--- src/dio_pkg.sv ---
// Package with register map, field layout and carrier types for the digital I/O block
package dio_pkg;

  localparam int GROUP_W = 8;
  localparam int N_GROUPS = 3;
  localparam int DED_W = 16;

  // Register byte offsets
  localparam logic [7:0] OFS_ENABLE  = 8'h00;
  localparam logic [7:0] OFS_DIR     = 8'h04;
  localparam logic [7:0] OFS_GROUP0  = 8'h08;
  localparam logic [7:0] OFS_GROUP1  = 8'h0c;
  localparam logic [7:0] OFS_GROUP2  = 8'h10;
  localparam logic [7:0] OFS_DED_IN  = 8'h14;
  localparam logic [7:0] OFS_DED_OUT = 8'h18;
  localparam int ADDR_W = 8;

  // Field positions and reset values
  localparam int ENABLE_BIT = 0;
  localparam logic [2:0] DIR_RESET = 3'h0;
  localparam logic ENABLE_RESET = 1'b0;
  localparam logic [15:0] DED_OUT_RESET = 16'h0000;

  // AHB encodings
  localparam logic [1:0] HTRANS_NONSEQ = 2'h2;
  localparam logic [1:0] HTRANS_SEQ = 2'h3;
  localparam logic HRESP_OKAY = 1'b0;

  // Pins of the bidirectional port
  typedef struct packed {
    logic [N_GROUPS*GROUP_W-1:0] dout;
    logic [N_GROUPS*GROUP_W-1:0] oe;
  } dio_pins_t;

  // Latched AHB address phase
  typedef struct packed {
    logic              valid;
    logic              write;
    logic [ADDR_W-1:0] addr;
  } dio_aphase_t;

endpackage

--- src/dio_group.sv ---
// One 8-bit group of the bidirectional port: latch, direction gating and readback
`timescale 1ns/1ns
module dio_group
  import dio_pkg::*;
#(
  parameter int W = GROUP_W
)
(
  input  wire logic         clk,
  input  wire logic         rst_n,
  input  wire logic         enable,
  input  wire logic         is_output,
  input  wire logic         wr_stb,
  input  wire logic [W-1:0] wr_data,
  input  wire logic [W-1:0] pin_in,
  output logic      [W-1:0] pin_out,
  output logic      [W-1:0] pin_oe,
  output logic      [W-1:0] rd_data
);

  logic [W-1:0] latch_r;
  logic [W-1:0] sample_r;

  // Latch written regardless of direction, no reset value
  always_ff @(posedge clk)
  begin
    if (wr_stb)
      latch_r <= wr_data;
  end

  // Input sampling only while operations are enabled
  always_ff @(posedge clk)
  begin
    if (!rst_n)
      sample_r <= '0;
    else if (enable && !is_output)
      sample_r <= pin_in;
  end

  assign pin_out = latch_r;
  assign pin_oe  = (enable && is_output) ? {W{1'b1}} : {W{1'b0}};

  always_comb
  begin
    if (is_output)
      rd_data = latch_r;
    else
      rd_data = sample_r;
  end

endmodule

--- src/dio_port_ctrl.sv ---
// Digital I/O port controller with AHB-Lite register slave
//
// Operation
// - I/O disabled until host sets enable
// - Groups start as inputs, drivers off
// - Output latches undefined after power-on
// - Enable low disables bidirectional port
// - Enable high allows ops per direction
// - Input group reads sampled pin levels
// - Output group reads its latch value
// - Write to input group updates latch only
// - Switch to output drives latch immediately
// - Dedicated input gated by enable
// - Dedicated output gated by enable
// - Dedicated output starts disabled
// - Dedicated output latches reset low
// - Three 8-bit groups, separate lines
// - Sixteen dedicated input lines readable
// - Sixteen latched dedicated output lines
// - Each group direction set independently
// - Reset returns groups to input
`timescale 1ns/1ns
module dio_port_ctrl
  import dio_pkg::*;
#(
  parameter bit HAS_DED = 1'b1
)
(
  input  wire logic                        clk,
  input  wire logic                        rst_n,
  input  wire logic                        hsel,
  input  wire logic [31:0]                 haddr,
  input  wire logic [1:0]                  htrans,
  input  wire logic                        hwrite,
  input  wire logic [2:0]                  hsize,
  input  wire logic [31:0]                 hwdata,
  input  wire logic                        hready,
  output logic      [31:0]                 hrdata,
  output logic                             hreadyout,
  output logic                             hresp,
  input  wire logic [N_GROUPS*GROUP_W-1:0] group_line_in,
  output dio_pkg::dio_pins_t               group_pins,
  input  wire logic [DED_W-1:0]            dedicated_input_line,
  output logic      [DED_W-1:0]            dedicated_output_line,
  output logic      [DED_W-1:0]            dedicated_output_oe
);
  import dio_pkg::*;

  // ---------------------------------------------------------------
  // Bus slave
  // ---------------------------------------------------------------
  dio_aphase_t  aph_r;
  logic         enable_r;
  logic [2:0]   dir_r;
  logic [15:0]  ded_out_r;
  logic [15:0]  ded_in_r;
  logic [N_GROUPS*GROUP_W-1:0] grp_rd;
  logic [N_GROUPS-1:0]         grp_wr;
  logic         wr_act;
  logic         addr_phase;

  assign addr_phase = hsel && hready && (htrans == HTRANS_NONSEQ || htrans == HTRANS_SEQ);
  assign hreadyout  = 1'b1;
  assign hresp      = HRESP_OKAY;
  assign wr_act     = aph_r.valid && aph_r.write;

  always_ff @(posedge clk)
  begin
    if (!rst_n)
      aph_r <= '0;
    else if (hready)
    begin
      aph_r.valid <= addr_phase;
      aph_r.write <= hwrite;
      aph_r.addr  <= haddr[ADDR_W-1:0];
    end
  end

  function automatic logic hit(input dio_aphase_t a, input logic [ADDR_W-1:0] ofs);
    hit = a.valid && (a.addr == ofs);
  endfunction

  // ---------------------------------------------------------------
  // Control registers
  // ---------------------------------------------------------------
  always_ff @(posedge clk)
  begin
    if (!rst_n)
      enable_r <= ENABLE_RESET;
    else if (wr_act && hit(aph_r, OFS_ENABLE))
      enable_r <= hwdata[ENABLE_BIT];
  end

  always_ff @(posedge clk)
  begin
    if (!rst_n)
      dir_r <= DIR_RESET;
    else if (wr_act && hit(aph_r, OFS_DIR))
      dir_r <= hwdata[N_GROUPS-1:0];
  end

  always_ff @(posedge clk)
  begin
    if (!rst_n)
      ded_out_r <= DED_OUT_RESET;
    else if (wr_act && hit(aph_r, OFS_DED_OUT) && HAS_DED)
      ded_out_r <= hwdata[DED_W-1:0];
  end

  always_ff @(posedge clk)
  begin
    if (!rst_n)
      ded_in_r <= '0;
    else if (enable_r && HAS_DED)
      ded_in_r <= dedicated_input_line;
  end

  // ---------------------------------------------------------------
  // Bidirectional groups
  // ---------------------------------------------------------------
  assign grp_wr[0] = wr_act && hit(aph_r, OFS_GROUP0);
  assign grp_wr[1] = wr_act && hit(aph_r, OFS_GROUP1);
  assign grp_wr[2] = wr_act && hit(aph_r, OFS_GROUP2);

  for (genvar g = 0; g < N_GROUPS; g++)
  begin : g_grp
    dio_group #(.W(GROUP_W)) u_grp (
      .clk       (clk),
      .rst_n     (rst_n),
      .enable    (enable_r),
      .is_output (dir_r[g]),
      .wr_stb    (grp_wr[g]),
      .wr_data   (hwdata[GROUP_W-1:0]),
      .pin_in    (group_line_in[g*GROUP_W +: GROUP_W]),
      .pin_out   (group_pins.dout[g*GROUP_W +: GROUP_W]),
      .pin_oe    (group_pins.oe[g*GROUP_W +: GROUP_W]),
      .rd_data   (grp_rd[g*GROUP_W +: GROUP_W])
    );
  end

  // ---------------------------------------------------------------
  // Dedicated output pins
  // ---------------------------------------------------------------
  assign dedicated_output_line = ded_out_r;
  assign dedicated_output_oe   = (enable_r && HAS_DED) ? {DED_W{1'b1}} : {DED_W{1'b0}};

  // ---------------------------------------------------------------
  // Read mux, data phase
  // ---------------------------------------------------------------
  always_comb
  begin
    hrdata = 32'h0000_0000;
    if (aph_r.valid && !aph_r.write)
    begin
      case (aph_r.addr)
        OFS_ENABLE:  hrdata[ENABLE_BIT] = enable_r;
        OFS_DIR:     hrdata[N_GROUPS-1:0] = dir_r;
        OFS_GROUP0:  hrdata[GROUP_W-1:0] = grp_rd[0 +: GROUP_W];
        OFS_GROUP1:  hrdata[GROUP_W-1:0] = grp_rd[GROUP_W +: GROUP_W];
        OFS_GROUP2:  hrdata[GROUP_W-1:0] = grp_rd[2*GROUP_W +: GROUP_W];
        OFS_DED_IN:  hrdata[DED_W-1:0] = HAS_DED ? ded_in_r : '0;
        OFS_DED_OUT: hrdata[DED_W-1:0] = HAS_DED ? ded_out_r : '0;
        default:     hrdata = 32'h0000_0000;
      endcase
    end
  end

  // ---------------------------------------------------------------
  // Checks
  // ---------------------------------------------------------------
  a_disable_oe: assert property (@(posedge clk) disable iff (!rst_n)
    !enable_r |-> (group_pins.oe == '0 && dedicated_output_oe == '0))
    else $error("drivers on while disabled");

  a_dir_oe: assert property (@(posedge clk) disable iff (!rst_n)
    enable_r |-> group_pins.oe[GROUP_W] == dir_r[1])
    else $error("group1 oe mismatch");

  a_reset_dir: assert property (@(posedge clk)
    !rst_n |=> (dir_r == DIR_RESET && !enable_r && ded_out_r == DED_OUT_RESET))
    else $error("reset state wrong");

  a_dir_write: assert property (@(posedge clk) disable iff (!rst_n)
    (wr_act && hit(aph_r, OFS_DIR)) |=> dir_r == $past(hwdata[N_GROUPS-1:0]))
    else $error("direction not stored");

  a_ded_write: assert property (@(posedge clk) disable iff (!rst_n)
    (wr_act && hit(aph_r, OFS_DED_OUT)) |=> dedicated_output_line == $past(hwdata[DED_W-1:0]))
    else $error("dedicated out not stored");

  a_in_write: assert property (@(posedge clk) disable iff (!rst_n)
    (grp_wr[0] && !dir_r[0]) |=> group_pins.oe[GROUP_W-1:0] == '0)
    else $error("input group driven after write");

  a_switch_out: assert property (@(posedge clk) disable iff (!rst_n)
    (enable_r && $rose(dir_r[2])) |-> group_pins.oe[3*GROUP_W-1] ##0
      group_pins.dout[2*GROUP_W +: GROUP_W] == grp_rd[2*GROUP_W +: GROUP_W])
    else $error("group2 not driving latch");

  a_ded_en: assert property (@(posedge clk) disable iff (!rst_n)
    (enable_r && HAS_DED) |-> dedicated_output_oe == {DED_W{1'b1}})
    else $error("dedicated out not enabled");

  a_ded_in_hold: assert property (@(posedge clk) disable iff (!rst_n)
    (!enable_r && $past(!enable_r)) |-> $stable(ded_in_r))
    else $error("dedicated in sampled while disabled");

  // Per-group driver enables follow their own direction bit
  a_g0_oe: assert property (@(posedge clk) disable iff (!rst_n)
    enable_r |-> group_pins.oe[0 +: GROUP_W] == {GROUP_W{dir_r[0]}})
    else $error("group0 oe mismatch");

  a_g1_oe: assert property (@(posedge clk) disable iff (!rst_n)
    enable_r |-> group_pins.oe[GROUP_W +: GROUP_W] == {GROUP_W{dir_r[1]}})
    else $error("group1 oe bits mismatch");

  a_g2_oe: assert property (@(posedge clk) disable iff (!rst_n)
    enable_r |-> group_pins.oe[2*GROUP_W +: GROUP_W] == {GROUP_W{dir_r[2]}})
    else $error("group2 oe mismatch");

  // Output groups read back what they drive
  a_g0_readback: assert property (@(posedge clk) disable iff (!rst_n)
    dir_r[0] |-> grp_rd[0 +: GROUP_W] == group_pins.dout[0 +: GROUP_W])
    else $error("group0 readback differs from drive");

  a_g1_readback: assert property (@(posedge clk) disable iff (!rst_n)
    dir_r[1] |-> grp_rd[GROUP_W +: GROUP_W] == group_pins.dout[GROUP_W +: GROUP_W])
    else $error("group1 readback differs from drive");

  a_g2_readback: assert property (@(posedge clk) disable iff (!rst_n)
    dir_r[2] |-> grp_rd[2*GROUP_W +: GROUP_W] == group_pins.dout[2*GROUP_W +: GROUP_W])
    else $error("group2 readback differs from drive");

  // Input groups return pin levels with one cycle of lag while enabled, and hold their last sample while disabled
  a_g1_sample: assert property (@(posedge clk) disable iff (!rst_n)
    (enable_r && !dir_r[1]) ##1 !dir_r[1] |->
      grp_rd[GROUP_W +: GROUP_W] == $past(group_line_in[GROUP_W +: GROUP_W]))
    else $error("group1 input sample wrong");

  a_g0_freeze: assert property (@(posedge clk) disable iff (!rst_n)
    (!enable_r && !dir_r[0]) ##1 !dir_r[0] |-> $stable(grp_rd[0 +: GROUP_W]))
    else $error("group0 sampled while disabled");

  // Register readback in the data phase
  a_rd_enable: assert property (@(posedge clk) disable iff (!rst_n)
    (aph_r.valid && !aph_r.write && aph_r.addr == OFS_ENABLE) |->
      hrdata == {31'h0000_0000, enable_r})
    else $error("enable readback wrong");

  a_rd_dir: assert property (@(posedge clk) disable iff (!rst_n)
    (aph_r.valid && !aph_r.write && aph_r.addr == OFS_DIR) |->
      hrdata == {29'h0000_0000, dir_r})
    else $error("direction readback wrong");

  a_rd_ded_out: assert property (@(posedge clk) disable iff (!rst_n)
    (HAS_DED && aph_r.valid && !aph_r.write && aph_r.addr == OFS_DED_OUT) |->
      hrdata == {16'h0000, ded_out_r})
    else $error("dedicated out readback wrong");

  a_rd_ded_in: assert property (@(posedge clk) disable iff (!rst_n)
    (HAS_DED && aph_r.valid && !aph_r.write && aph_r.addr == OFS_DED_IN) |->
      hrdata == {16'h0000, ded_in_r})
    else $error("dedicated in readback wrong");

  a_rd_idle: assert property (@(posedge clk) disable iff (!rst_n)
    !aph_r.valid |-> hrdata == 32'h0000_0000)
    else $error("read data outside data phase");

  // Dedicated input follows its pins while enabled
  a_ded_in_sample: assert property (@(posedge clk) disable iff (!rst_n)
    (enable_r && HAS_DED) |=> ded_in_r == $past(dedicated_input_line))
    else $error("dedicated in not sampled");

  // Control state changes only on its own write
  a_enable_write: assert property (@(posedge clk) disable iff (!rst_n)
    (wr_act && hit(aph_r, OFS_ENABLE)) |=> enable_r == $past(hwdata[ENABLE_BIT]))
    else $error("enable not stored");

  a_enable_hold: assert property (@(posedge clk) disable iff (!rst_n)
    !(wr_act && hit(aph_r, OFS_ENABLE)) |=> $stable(enable_r))
    else $error("enable changed without write");

  a_dir_hold: assert property (@(posedge clk) disable iff (!rst_n)
    !(wr_act && hit(aph_r, OFS_DIR)) |=> $stable(dir_r))
    else $error("direction changed without write");

  a_ded_out_hold: assert property (@(posedge clk) disable iff (!rst_n)
    !(wr_act && hit(aph_r, OFS_DED_OUT)) |=> $stable(ded_out_r))
    else $error("dedicated out changed without write");

  a_ded_oe_off: assert property (@(posedge clk) disable iff (!rst_n)
    !enable_r |-> dedicated_output_oe == {DED_W{1'b0}})
    else $error("dedicated out driven while disabled");

  // State straight after a reset edge
  a_reset_oe: assert property (@(posedge clk)
    !rst_n |=> (group_pins.oe == '0 && dedicated_output_oe == '0))
    else $error("drivers on after reset");

  a_reset_ded_pins: assert property (@(posedge clk)
    !rst_n |=> dedicated_output_line == DED_OUT_RESET)
    else $error("dedicated out pins not low after reset");

  a_reset_enable: assert property (@(posedge clk)
    !rst_n |=> !enable_r)
    else $error("enable set after reset");

  // Bus answer is always immediate and OKAY
  a_bus_ready: assert property (@(posedge clk) disable iff (!rst_n)
    hreadyout == 1'b1)
    else $error("wait state inserted");

  a_bus_okay: assert property (@(posedge clk) disable iff (!rst_n)
    hresp == HRESP_OKAY)
    else $error("error response given");

endmodule

--- config.mk ---
export PLATFORM = sky130hd
export DESIGN_NAME = dio_port_ctrl
export DESIGN_NICKNAME = d
export VERILOG_FILES = /design/src/dio_pkg.sv /design/src/dio_group.sv /design/src/dio_port_ctrl.sv
export SDC_FILE = /design/constraint.sdc
export NUM_CORES = 1
export LEC_CHECK = 0
export ABC_AREA = 1
export BUFFER_PORTS_ARGS = -buffer_cell sky130_fd_sc_hd__buf_4
export CAP_MARGIN = 40
export CORE_MARGIN = 2
export CORE_UTILIZATION = 46
export DETAILED_ROUTE_END_ITERATION = 6
export GPL_ROUTABILITY_DRIVEN = 0
export MAX_ROUTING_LAYER = met4
export PLACE_DENSITY = 0.79
export SETUP_SLACK_MARGIN = 0.05
export SYNTH_ARGS = -nofsm -noshare
export SYNTH_HDL_FRONTEND = slang
export SYNTH_SLANG_ARGS = --single-unit
--- constraint.sdc ---
create_clock -name clk -period 2.25 [get_ports clk]
set_input_delay 0.45 -clock clk [delete_from_list [all_inputs] [get_ports clk]]
set_output_delay 0.45 -clock clk [all_outputs]
set_load 0.005 [all_outputs]
-- Yosys cells after proc, flatten, opt, wreduce, memory -nomap -nowiden
Cells that the tools add are included.
W data, S select, Z words.
- logic and storage cells: 61
- input port bits: 114
- register bits: 94
- output and inout bits: 114
- reduce and logical (&&, ||, !) cells: 28
- multiplexer cells: 12
- eq/ne operators: 8
- operator list (cell ; number):
    $mux W8 ; 6
    $mux W16 ; 2
    $pmux W5 S5 ; 1
    $eq A8 B5 Y1 const B ; 3
    $logic_and A1 B1 Y1 ; 22
    $eq A8 B4 Y1 const B ; 2
    $pmux W8 S2 ; 1
    $pmux W2 S6 ; 1
    $eq A8 B3 Y1 const B ; 1
    $logic_not A8 Y1 ; 1
    $pmux W1 S7 ; 1
    $eq A2 B2 Y1 const B ; 2
    $logic_not A1 Y1 ; 4
    $logic_or A1 B1 Y1 ; 1

-- Longest topological paths before layout
Gate-level depths: netlist of the first run.
- depth after elaboration: 3
- depth in mapped cells: 8
- depth with buffers taken out: 7

-- By module
A second synthesis of the first run with hierarchy kept.
- cells, all modules: 702
- area, all modules: 4961.0 um2
- by module, submodules not included (module ; cells an instance ; seq. area each (um2) ; area each (um2) ; instances):
    dio_port_ctrl ; 414 ; 920.9 ; 2622.5 ; 1
    dio_group ; 96 ; 400.4 ; 779.5 ; 3

-- Least setup slack after synthesis of the first run
Ideal clock, no wire load.
- kind: register to output
- start: register enable_r
- end: output port group_pins[10] (netlist bit)
- required time: 1.800 ns
- stages on the path, launching flop included: 6
- arrival time: 1.459 ns
- path buffers: 3
- path slack: 0.341 ns
- cell sequence: dfxtp_1 > clkbuf_1 > clkbuf_1 > nand2_1 > inv_1 > buf_4
- RTL lines (element ; RTL line ; text):
    start, declared ; dio_port_ctrl.sv:53 ; logic enable_r;
    start signal, assigned ; dio_port_ctrl.sv:91 ; enable_r <= hwdata[ENABLE_BIT];
    end, declared ; dio_port_ctrl.sv:42 ; output dio_pkg::dio_pins_t group_pins,

-- Worst setup path in the final report of the first run
- start: register aph_r[5] (netlist bit)
- end: output port hrdata[13]
- longest elaborated chain between the ends: 3
- elaborated cells between the ends (all ways): 4
- classes of those cells: eq/ne: 2; mux: 2
- ends and longest elaborated chain (element ; RTL line ; text):
    start, declared ; dio_port_ctrl.sv:52 ; dio_aphase_t aph_r;
    $eq A8 B5 Y1 ; dio_port_ctrl.sv:155 ; case (aph_r.addr)
    $pmux W8 S2 * ; dio_port_ctrl.sv:155 ;
    $mux W16 * ; dio_port_ctrl.sv:153 ; if (aph_r.valid && !aph_r.write)
    end, declared ; dio_port_ctrl.sv:38 ; output logic [31:0] hrdata,
Mark *: on every way between the ends. The rest lies on a longest branch, timed or not.

==> reports/results.ini, run 1 <==
[critical_path]
cp_num_buf_inv = 5
cp-end-kind = primary output
worstPathArrival_ns = 1.83
crit_family = buffers and inverters
cpMaxStageDelayCell = dfxtp_2
crit_path_cell_trace = inv_2 > nand2_2 > nor2_4 > buf_6 > buf_12 > buf_16 > nand3_1 > a21oi_1 > buf_4
crit_type = flop to primary output
critPathMaxStageDelay_ns = 0.34
startpoint_type = flop
critPathRequiredTime_ns = 1.80
critPathMaxFanout = 6

[power]
power_w = 0.00352
ir_worst_vdd_mv = 0.472
p_per_area_nw_per_um2 = 534
power_leakage_nw = 2.99

[sta]
fin_crit_sh_pct = 101
tightestPinTransition_ns = 0.628
slew_headroom_pct = 58.2
setup_violations = 3
report.final.hold_viol_count = 0
max_freq_ghz = 0.439
whs_ns = 0.274
fin_crit_ns = 2.28
drv_slew = 0
fin_ws_ns = -0.0280
rsz0062_at_grt = true
fin_skew_ns = 0.0192

[cells_and_area]
area_delta_synth_final_pct = 41.0
multiInputGateArea_sq_um = 2110
layout-drive-gt1-share_pct = 39.5
seq_area_sq_um = 2140
diodes = 0
n_fill_cell = 707
nNetsFinal = 879
instances_no_fill = 903

[clocking]
path_clk_slew_ns = 0.11
cts_hold_buffers = 0
clock_sinks = 94
clk_path_buf_depth = 2
cts_buffers = 9
cts_tree = done
clock-root-buffer = clkbuf_8
clock_latency_ns = 0.38
cts_max_level = 3

[routing]
wirelength_mm = 16.5
drt-vias-per-instance = 5.52
vias = 4982
drt-pass1-iter-count = 7
met1_length_mm = 5.86
wl_met3_mm = 2.09
routed-wl-met2_mm = 7.46
wl_per_cell_um = 18.3
maxUsedRoutingLayer = met4
drtAntennaViolNets = 0
first_iter_violations = 693
route.detailed.drc = 0

[yosys]
synthCells = 610
ys_ff_latch = 94
ys_seq_area_share_pct = 45.4
synth_area_leaders = dfxtp_1, edfxtp_1, buf_4
ys_warn_count = 0
synth_area_leader_cell = dfxtp_1
syn_area_sq_um = 4680
ys_types = 31
synth_top_area_share_pct = 30.0
synth_area_per_cell_sq_um = 7.67

[run_status]
violations = negative setup slack
status = finished with violations

[floorplanning]
num_io_pins = 228
die_y_um = 105
die_area_sq_um = 11000
die_w_um = 105
start_util_pct = 47.6
core_area_sq_um = 9820
rows = 36

[grt]
grt_usage_pct = 25.0
grt_pass1_vias = 4163
overflow = 0
antenna_found_initial = 0
grt_pass1_wl_mm = 21.1
grt_max_degree = 71

[flow_run]
cap_violations = 0

[place]
io_buffers = 165
dp.cells = 850
dp_hpwl_mm = 9.63

[min_path]
min_path_type = input port to flop

==> final cells by class <==
class | count | area share, %
Clock buffer | 9 | 1.88
Clock inverter | 7 | 1.59
Inverter | 41 | 2.69
Multi-Input combinational cell | 410 | 31.9
Timing Repair Buffer | 209 | 27.0
Sequential cell | 94 | 32.4
Tap cell | 133 | 2.52
==> registers in the layout (all words and copies together), names as in the netlist <==
register               cells
dedicated_output_line     16
ded_in_r                  16
g_grp.u_grp.sample_r      24
dir_r                      3
g_grp.u_grp.pin_out       24
aph_r                     10
enable_r                   1
==> worst paths after layout <==
check | cells past startpoint | slack, ns | to | from
setup / recovery | 9 | -0.03 | hrdata[13] | aph_r[5]
hold / removal | 1 | 0.27 | g_grp[2].u_grp.pin_out[4] | hwdata[4]
setup reg to reg | 10 | 0.35 | dedicated_output_line[8] | aph_r[5]
hold reg to reg | 2 | 0.47 | ded_in_r[0] | ded_in_r[0]
==> synth_stat cells, drive strengths merged <==
library cell and n:
clkinv 4, nor2 109, nand4 1, clkbuf 10, conb 2, a21oi 42
buf 73, o21ai 72, edfxtp 24, nand2 102, inv 37, nand3 61
or2 1, dfxtp 70, nor4 2
==> where the power goes <==
group | switching, W | internal (W)
clock network | 0.000654 | 0.000644
logic | 0.000236 | 0.000219
registers | 0.0000185 | 0.00175
==> layout by cell type (no fill, tap or decap), types with 9 or more instances in the layout <==
cell type	Yosys	final
nand2_2	2	11
a21oi_1	41	36
inv_1	34	28
o21ai_0	57	56
nand2_1	99	89
nor2_1	104	101
edfxtp_1	24	24
o21ai_1	13	14
conb_1	2	18
nand3_2	1	20
buf_4	57	188
nand3_1	58	35
dfxtp_1	70	62
clkbuf_8	0	9
==> layer usage <==
metal | vias up | GRT usage, %
met3 | 124 | 5.68
li1 | 2224 | -
met2 | 445 | 40.4
met4 | 0 | 8.95
met5 | - | -
met1 | 2189 | 30.7
==> per-stage QoR <==
step	cell area (sq um)	setup WS (ns)	setup TNS [ns]	utilization, %
5_1_grt	6600	-0.153	-0.897	67.2
3_5_place_dp	5630	0.309	0	57.3
2_1_floorplan	4740	0.341	0	-
3_3_place_gp	5630	0.333	0	57.3
4_1_cts	6040	0.0469	0	61.5
6_report	6600	-0.0280	-0.0376	67.2
==> what timing repair did <==
action	in CTS	in global routing
gates cloned	3	6
endpoints found under the setup margin	9	16
pin swaps	5	31
setup buffers	10	18
resized for setup	14	74
==> cells by family (layout without fill, tap and decap cells) <==
group	Yosys count	in the layout	share of synthesized area [%]
flops	94	94	45.4
compound gates	114	114	12.4
simple gates	276	278	26.0
other cells	2	18	0.161
buf+inv	124	266	16.1
Power figures use the tool's default switching activity.
==> run 2: changes to the inputs <==
- CORE_UTILIZATION: 46 -> 47
- SYNTH_HIERARCHICAL: unset -> 1
==> run 2 against run 1 <==
Against the previous run:
- the run now ends clean
- count of clock-buffer cells in the layout is 1 higher
- die area is 3.6% higher
- critical path depth stayed put
- flip-flop and latch count stayed put
- core utilization is 5.3 points lower
- area after synthesis is 6.0% higher
- via count is 4.3% lower
- final cell count is 8.1% higher
- sequential power hardly changed
- fmax is 2.6% higher
- setup slack better by 0.057 ns
- clock power is 14% lower
==> reports/results.ini, run 2 <==
[run_status]
status = finished, final reports clean

[floorplanning]
num_io_pins = 228  ; unchanged
rows = 37  ; +2.8%
die_area_sq_um = 11400  ; +3.6%
die_y_um = 107  ; +1.8%
start_util_pct = 48.3  ; +0.63 points
die_w_um = 107  ; +1.8%
core_area_sq_um = 10300  ; +4.7%

[cells_and_area]
diodes = 0  ; unchanged
final_common_cell = buf_4
seq_area_sq_um = 2140  ; about the same
multiInputGateArea_sq_um = 2110  ; +0.36%
nNetsFinal = 949  ; +8.0%
layout-drive-gt1-share_pct = 30.0  ; -9.5 points
layout_common_cells = buf_4, nand2_1, nor2_1
area_delta_synth_final_pct = 28.1
n_fill_cell = 940  ; +33%

[sta]
max_freq_ghz = 0.450  ; +2.6%
setup_violations = 0  ; -3
tightestPinTransition_ns = 0.669  ; +0.0410 ns
rsz0062_at_grt = true
slew_headroom_pct = 55.4  ; -2.7 points
whs_ns = 0.304  ; +0.0300 ns
fin_crit_sh_pct = 98.7  ; -2.5 points
fin_skew_ns = 0.0129  ; -0.00631 ns
report.final.hold_viol_count = 0  ; unchanged
drv_slew = 0  ; unchanged
totalNegativeSetupSlack_ns = 0  ; +0.0376 ns
fin_ws_ns = 0.0289  ; +0.0569 ns
fin_crit_ns = 2.22  ; -0.0569 ns

[grt]
grt_pass1_wl_mm = 20.2  ; -4.4%
grt_usage_pct = 23.2  ; -1.8 points
grt_max_degree = 71  ; unchanged
overflow = 0  ; unchanged
grt_pass1_vias = 4244  ; +1.9%
antenna_found_initial = 0  ; unchanged

[place]
pre_cts_ws_ns = 0.317  ; +0.00855 ns
dp_hpwl_mm = 9.62  ; -0.11%
io_buffers = 165  ; unchanged

[yosys]
dominantRegCellSynth = dfxtp_1
synthCells = 702  ; +15%
synth_area_leader_cell = dfxtp_1
muxShareOfSynthArea_pct = 0  ; unchanged
synth_compound_area_share_pct = 5.09  ; -7.3 points
ys_warn_count = 6  ; +6
synth-async-reset-ratio_pct = 0  ; unchanged
synthTopCellsByCount = nand2_1, nor2_1, nand3_1
synthAdderAreaFrac_pct = 0  ; unchanged
synth_edf_count = 24  ; unchanged
synth_top_area_share_pct = 28.2  ; -1.7 points
ys_types = 23  ; -26%
yosys.area_share.simple_pct = 34.3  ; +8.4 points
synth_area_leaders = dfxtp_1, edfxtp_1, nand2_1
synth_top_family_by_area = simple AND/OR/NAND/NOR gates
synth.most_common_cell = nand2_1
synth_xor_area_share_pct = 0  ; unchanged
synth_area_per_cell_sq_um = 7.07  ; -7.9%
syn_area_sq_um = 4960  ; +6.0%
ys_ff_latch = 94  ; unchanged
ys_seq_area_share_pct = 42.8  ; -2.6 points

[power]
ir_worst_vdd_mv = 0.369  ; -22%
power_leakage_nw = 3.17  ; +6.2%
p_per_area_nw_per_um2 = 506  ; -5.2%

[routing]
wl_per_cell_um = 13.9  ; -24%
drtAntennaViolNets = 0  ; unchanged
vias = 4769  ; -4.3%
first_iter_violations = 393  ; -43%
route.detailed.drc = 0  ; unchanged
drt-vias-per-instance = 4.89  ; -11%
wirelength_mm = 13.6  ; -18%
drt-pass1-iter-count = 5  ; -2

[clocking]
cts_tree = done
clock_latency_ns = 0.36  ; -0.02 ns
clock-root-buffer = clkbuf_8
cts_buffers = 9  ; unchanged
cts_max_level = 3  ; unchanged
path_clk_slew_ns = 0.09  ; -0.02 ns
clk_path_buf_depth = 2  ; unchanged
clock_sinks = 94  ; unchanged

[flow_run]
cap_violations = 0  ; unchanged

[critical_path]
r2r_start = aph_r[6]
cp-end-kind = primary output
critPathMaxFanout = 12  ; +6
worstPathArrival_ns = 1.77  ; -0.06 ns
startpoint_type = flop
rr_endpoint = dedicated_output_line[8]
critPathRequiredTime_ns = 1.80  ; about the same
crit_type = flop to primary output
regToRegSetupSlack_ns = 0.63  ; +0.28 ns
reg2regPathDepth = 10  ; unchanged

[min_path]
min_path_cells = 3  ; +2
holdCritStartpoint = hwdata[9]
min_path_type = input port to flop
worstHoldEndpoint = dedicated_output_line[9]

run 2: changes by cell type in the layout (fill, tap and decap cells not counted), moves of 14 or more:
cell,change
a21oi_1,-18
inv_1,+26
nand2_1,+78
nor2_1,+45
nand3_1,+33
o21ai_1,-14
o21ai_0,-26
run 2: area by class of cell:
type | instances | area share [%]
Sequential cell | 94 | 33.6
Multi-Input combinational cell | 474 | 33.2
Timing Repair Buffer | 189 | 23.4
Inverter | 67 | 3.96
Tap cell | 136 | 2.68
Clock buffer | 10 | 2.01
Clock inverter | 6 | 1.08
run 2: kinds of logic after synthesis:
kind of cell    count (synthesis)
flops                          94
simple gates                  405
buf+inv                       151
other cells                     2
compound gates                 50
run 2: where the power goes:
part           leakage [nW]  internal (W)  total, W  switching, W
registers             0.786       0.00175   0.00177     0.0000173
logic                  2.29      0.000148  0.000328      0.000180
clock network        0.0973      0.000522   0.00112      0.000599
run 2: routing by layer:
metal	vias up	track usage, %	share of wire [%]
met2	261	36.9	47
met3	36	4.80	9.8
met5	-	-	0
met1	2096	29.6	41
li1	2376	-	-
met4	0	7.51	2.5
run 2: critical path, cell delays in order (launching register included):
cell,delay (ns)
dfxtp_2,0.33
inv_2,0.07
nand2_4,0.06
nor2_4,0.24
clkbuf_16,0.21
nand3_1,0.10
nand2_1,0.09
nor2_1,0.04
nor2_1,0.13
buf_4,0.14
run 2: worst max path at each step:
stage / end / slack [ns] / from / cells after the start
final: hrdata[3] / 0.03 / aph_r[5] / 9
after global routing: hrdata[1] / -0.09 / aph_r[5] / 9
after CTS: hrdata[5] / 0.02 / dir_r[0] / 8
after detailed placement: hrdata[5] / 0.32 / aph_r[3] / 7
after global placement: hrdata[0] / 0.34 / aph_r[5] / 9
after floorplan: g_grp[2].u_grp/pin_out[0] / 0.46 / aph_r[5] / 3
run 2: metrics by stage:
step                utilization [%]  instance area, sq um  cells  total power (W)
detailed placement             57.8                  5940    951          0.00208
global placement               57.8                  5940    951          0.00208
CTS                            60.4                  6200    969          0.00320
finish                         61.9                  6360    976          0.00322
global route                   61.9                  6360    976          0.00333
floorplan                         -                  5020    718          0.00196
run 2: repair_timing:
action / in CTS / in global routing
buffers inserted: 2 / 3
pin swaps: 4 / 15
gates resized for setup: 12 / 28
cloned: 0 / 4
setup endpoints to repair: 11 / 15
hold buffers: 0 / 0
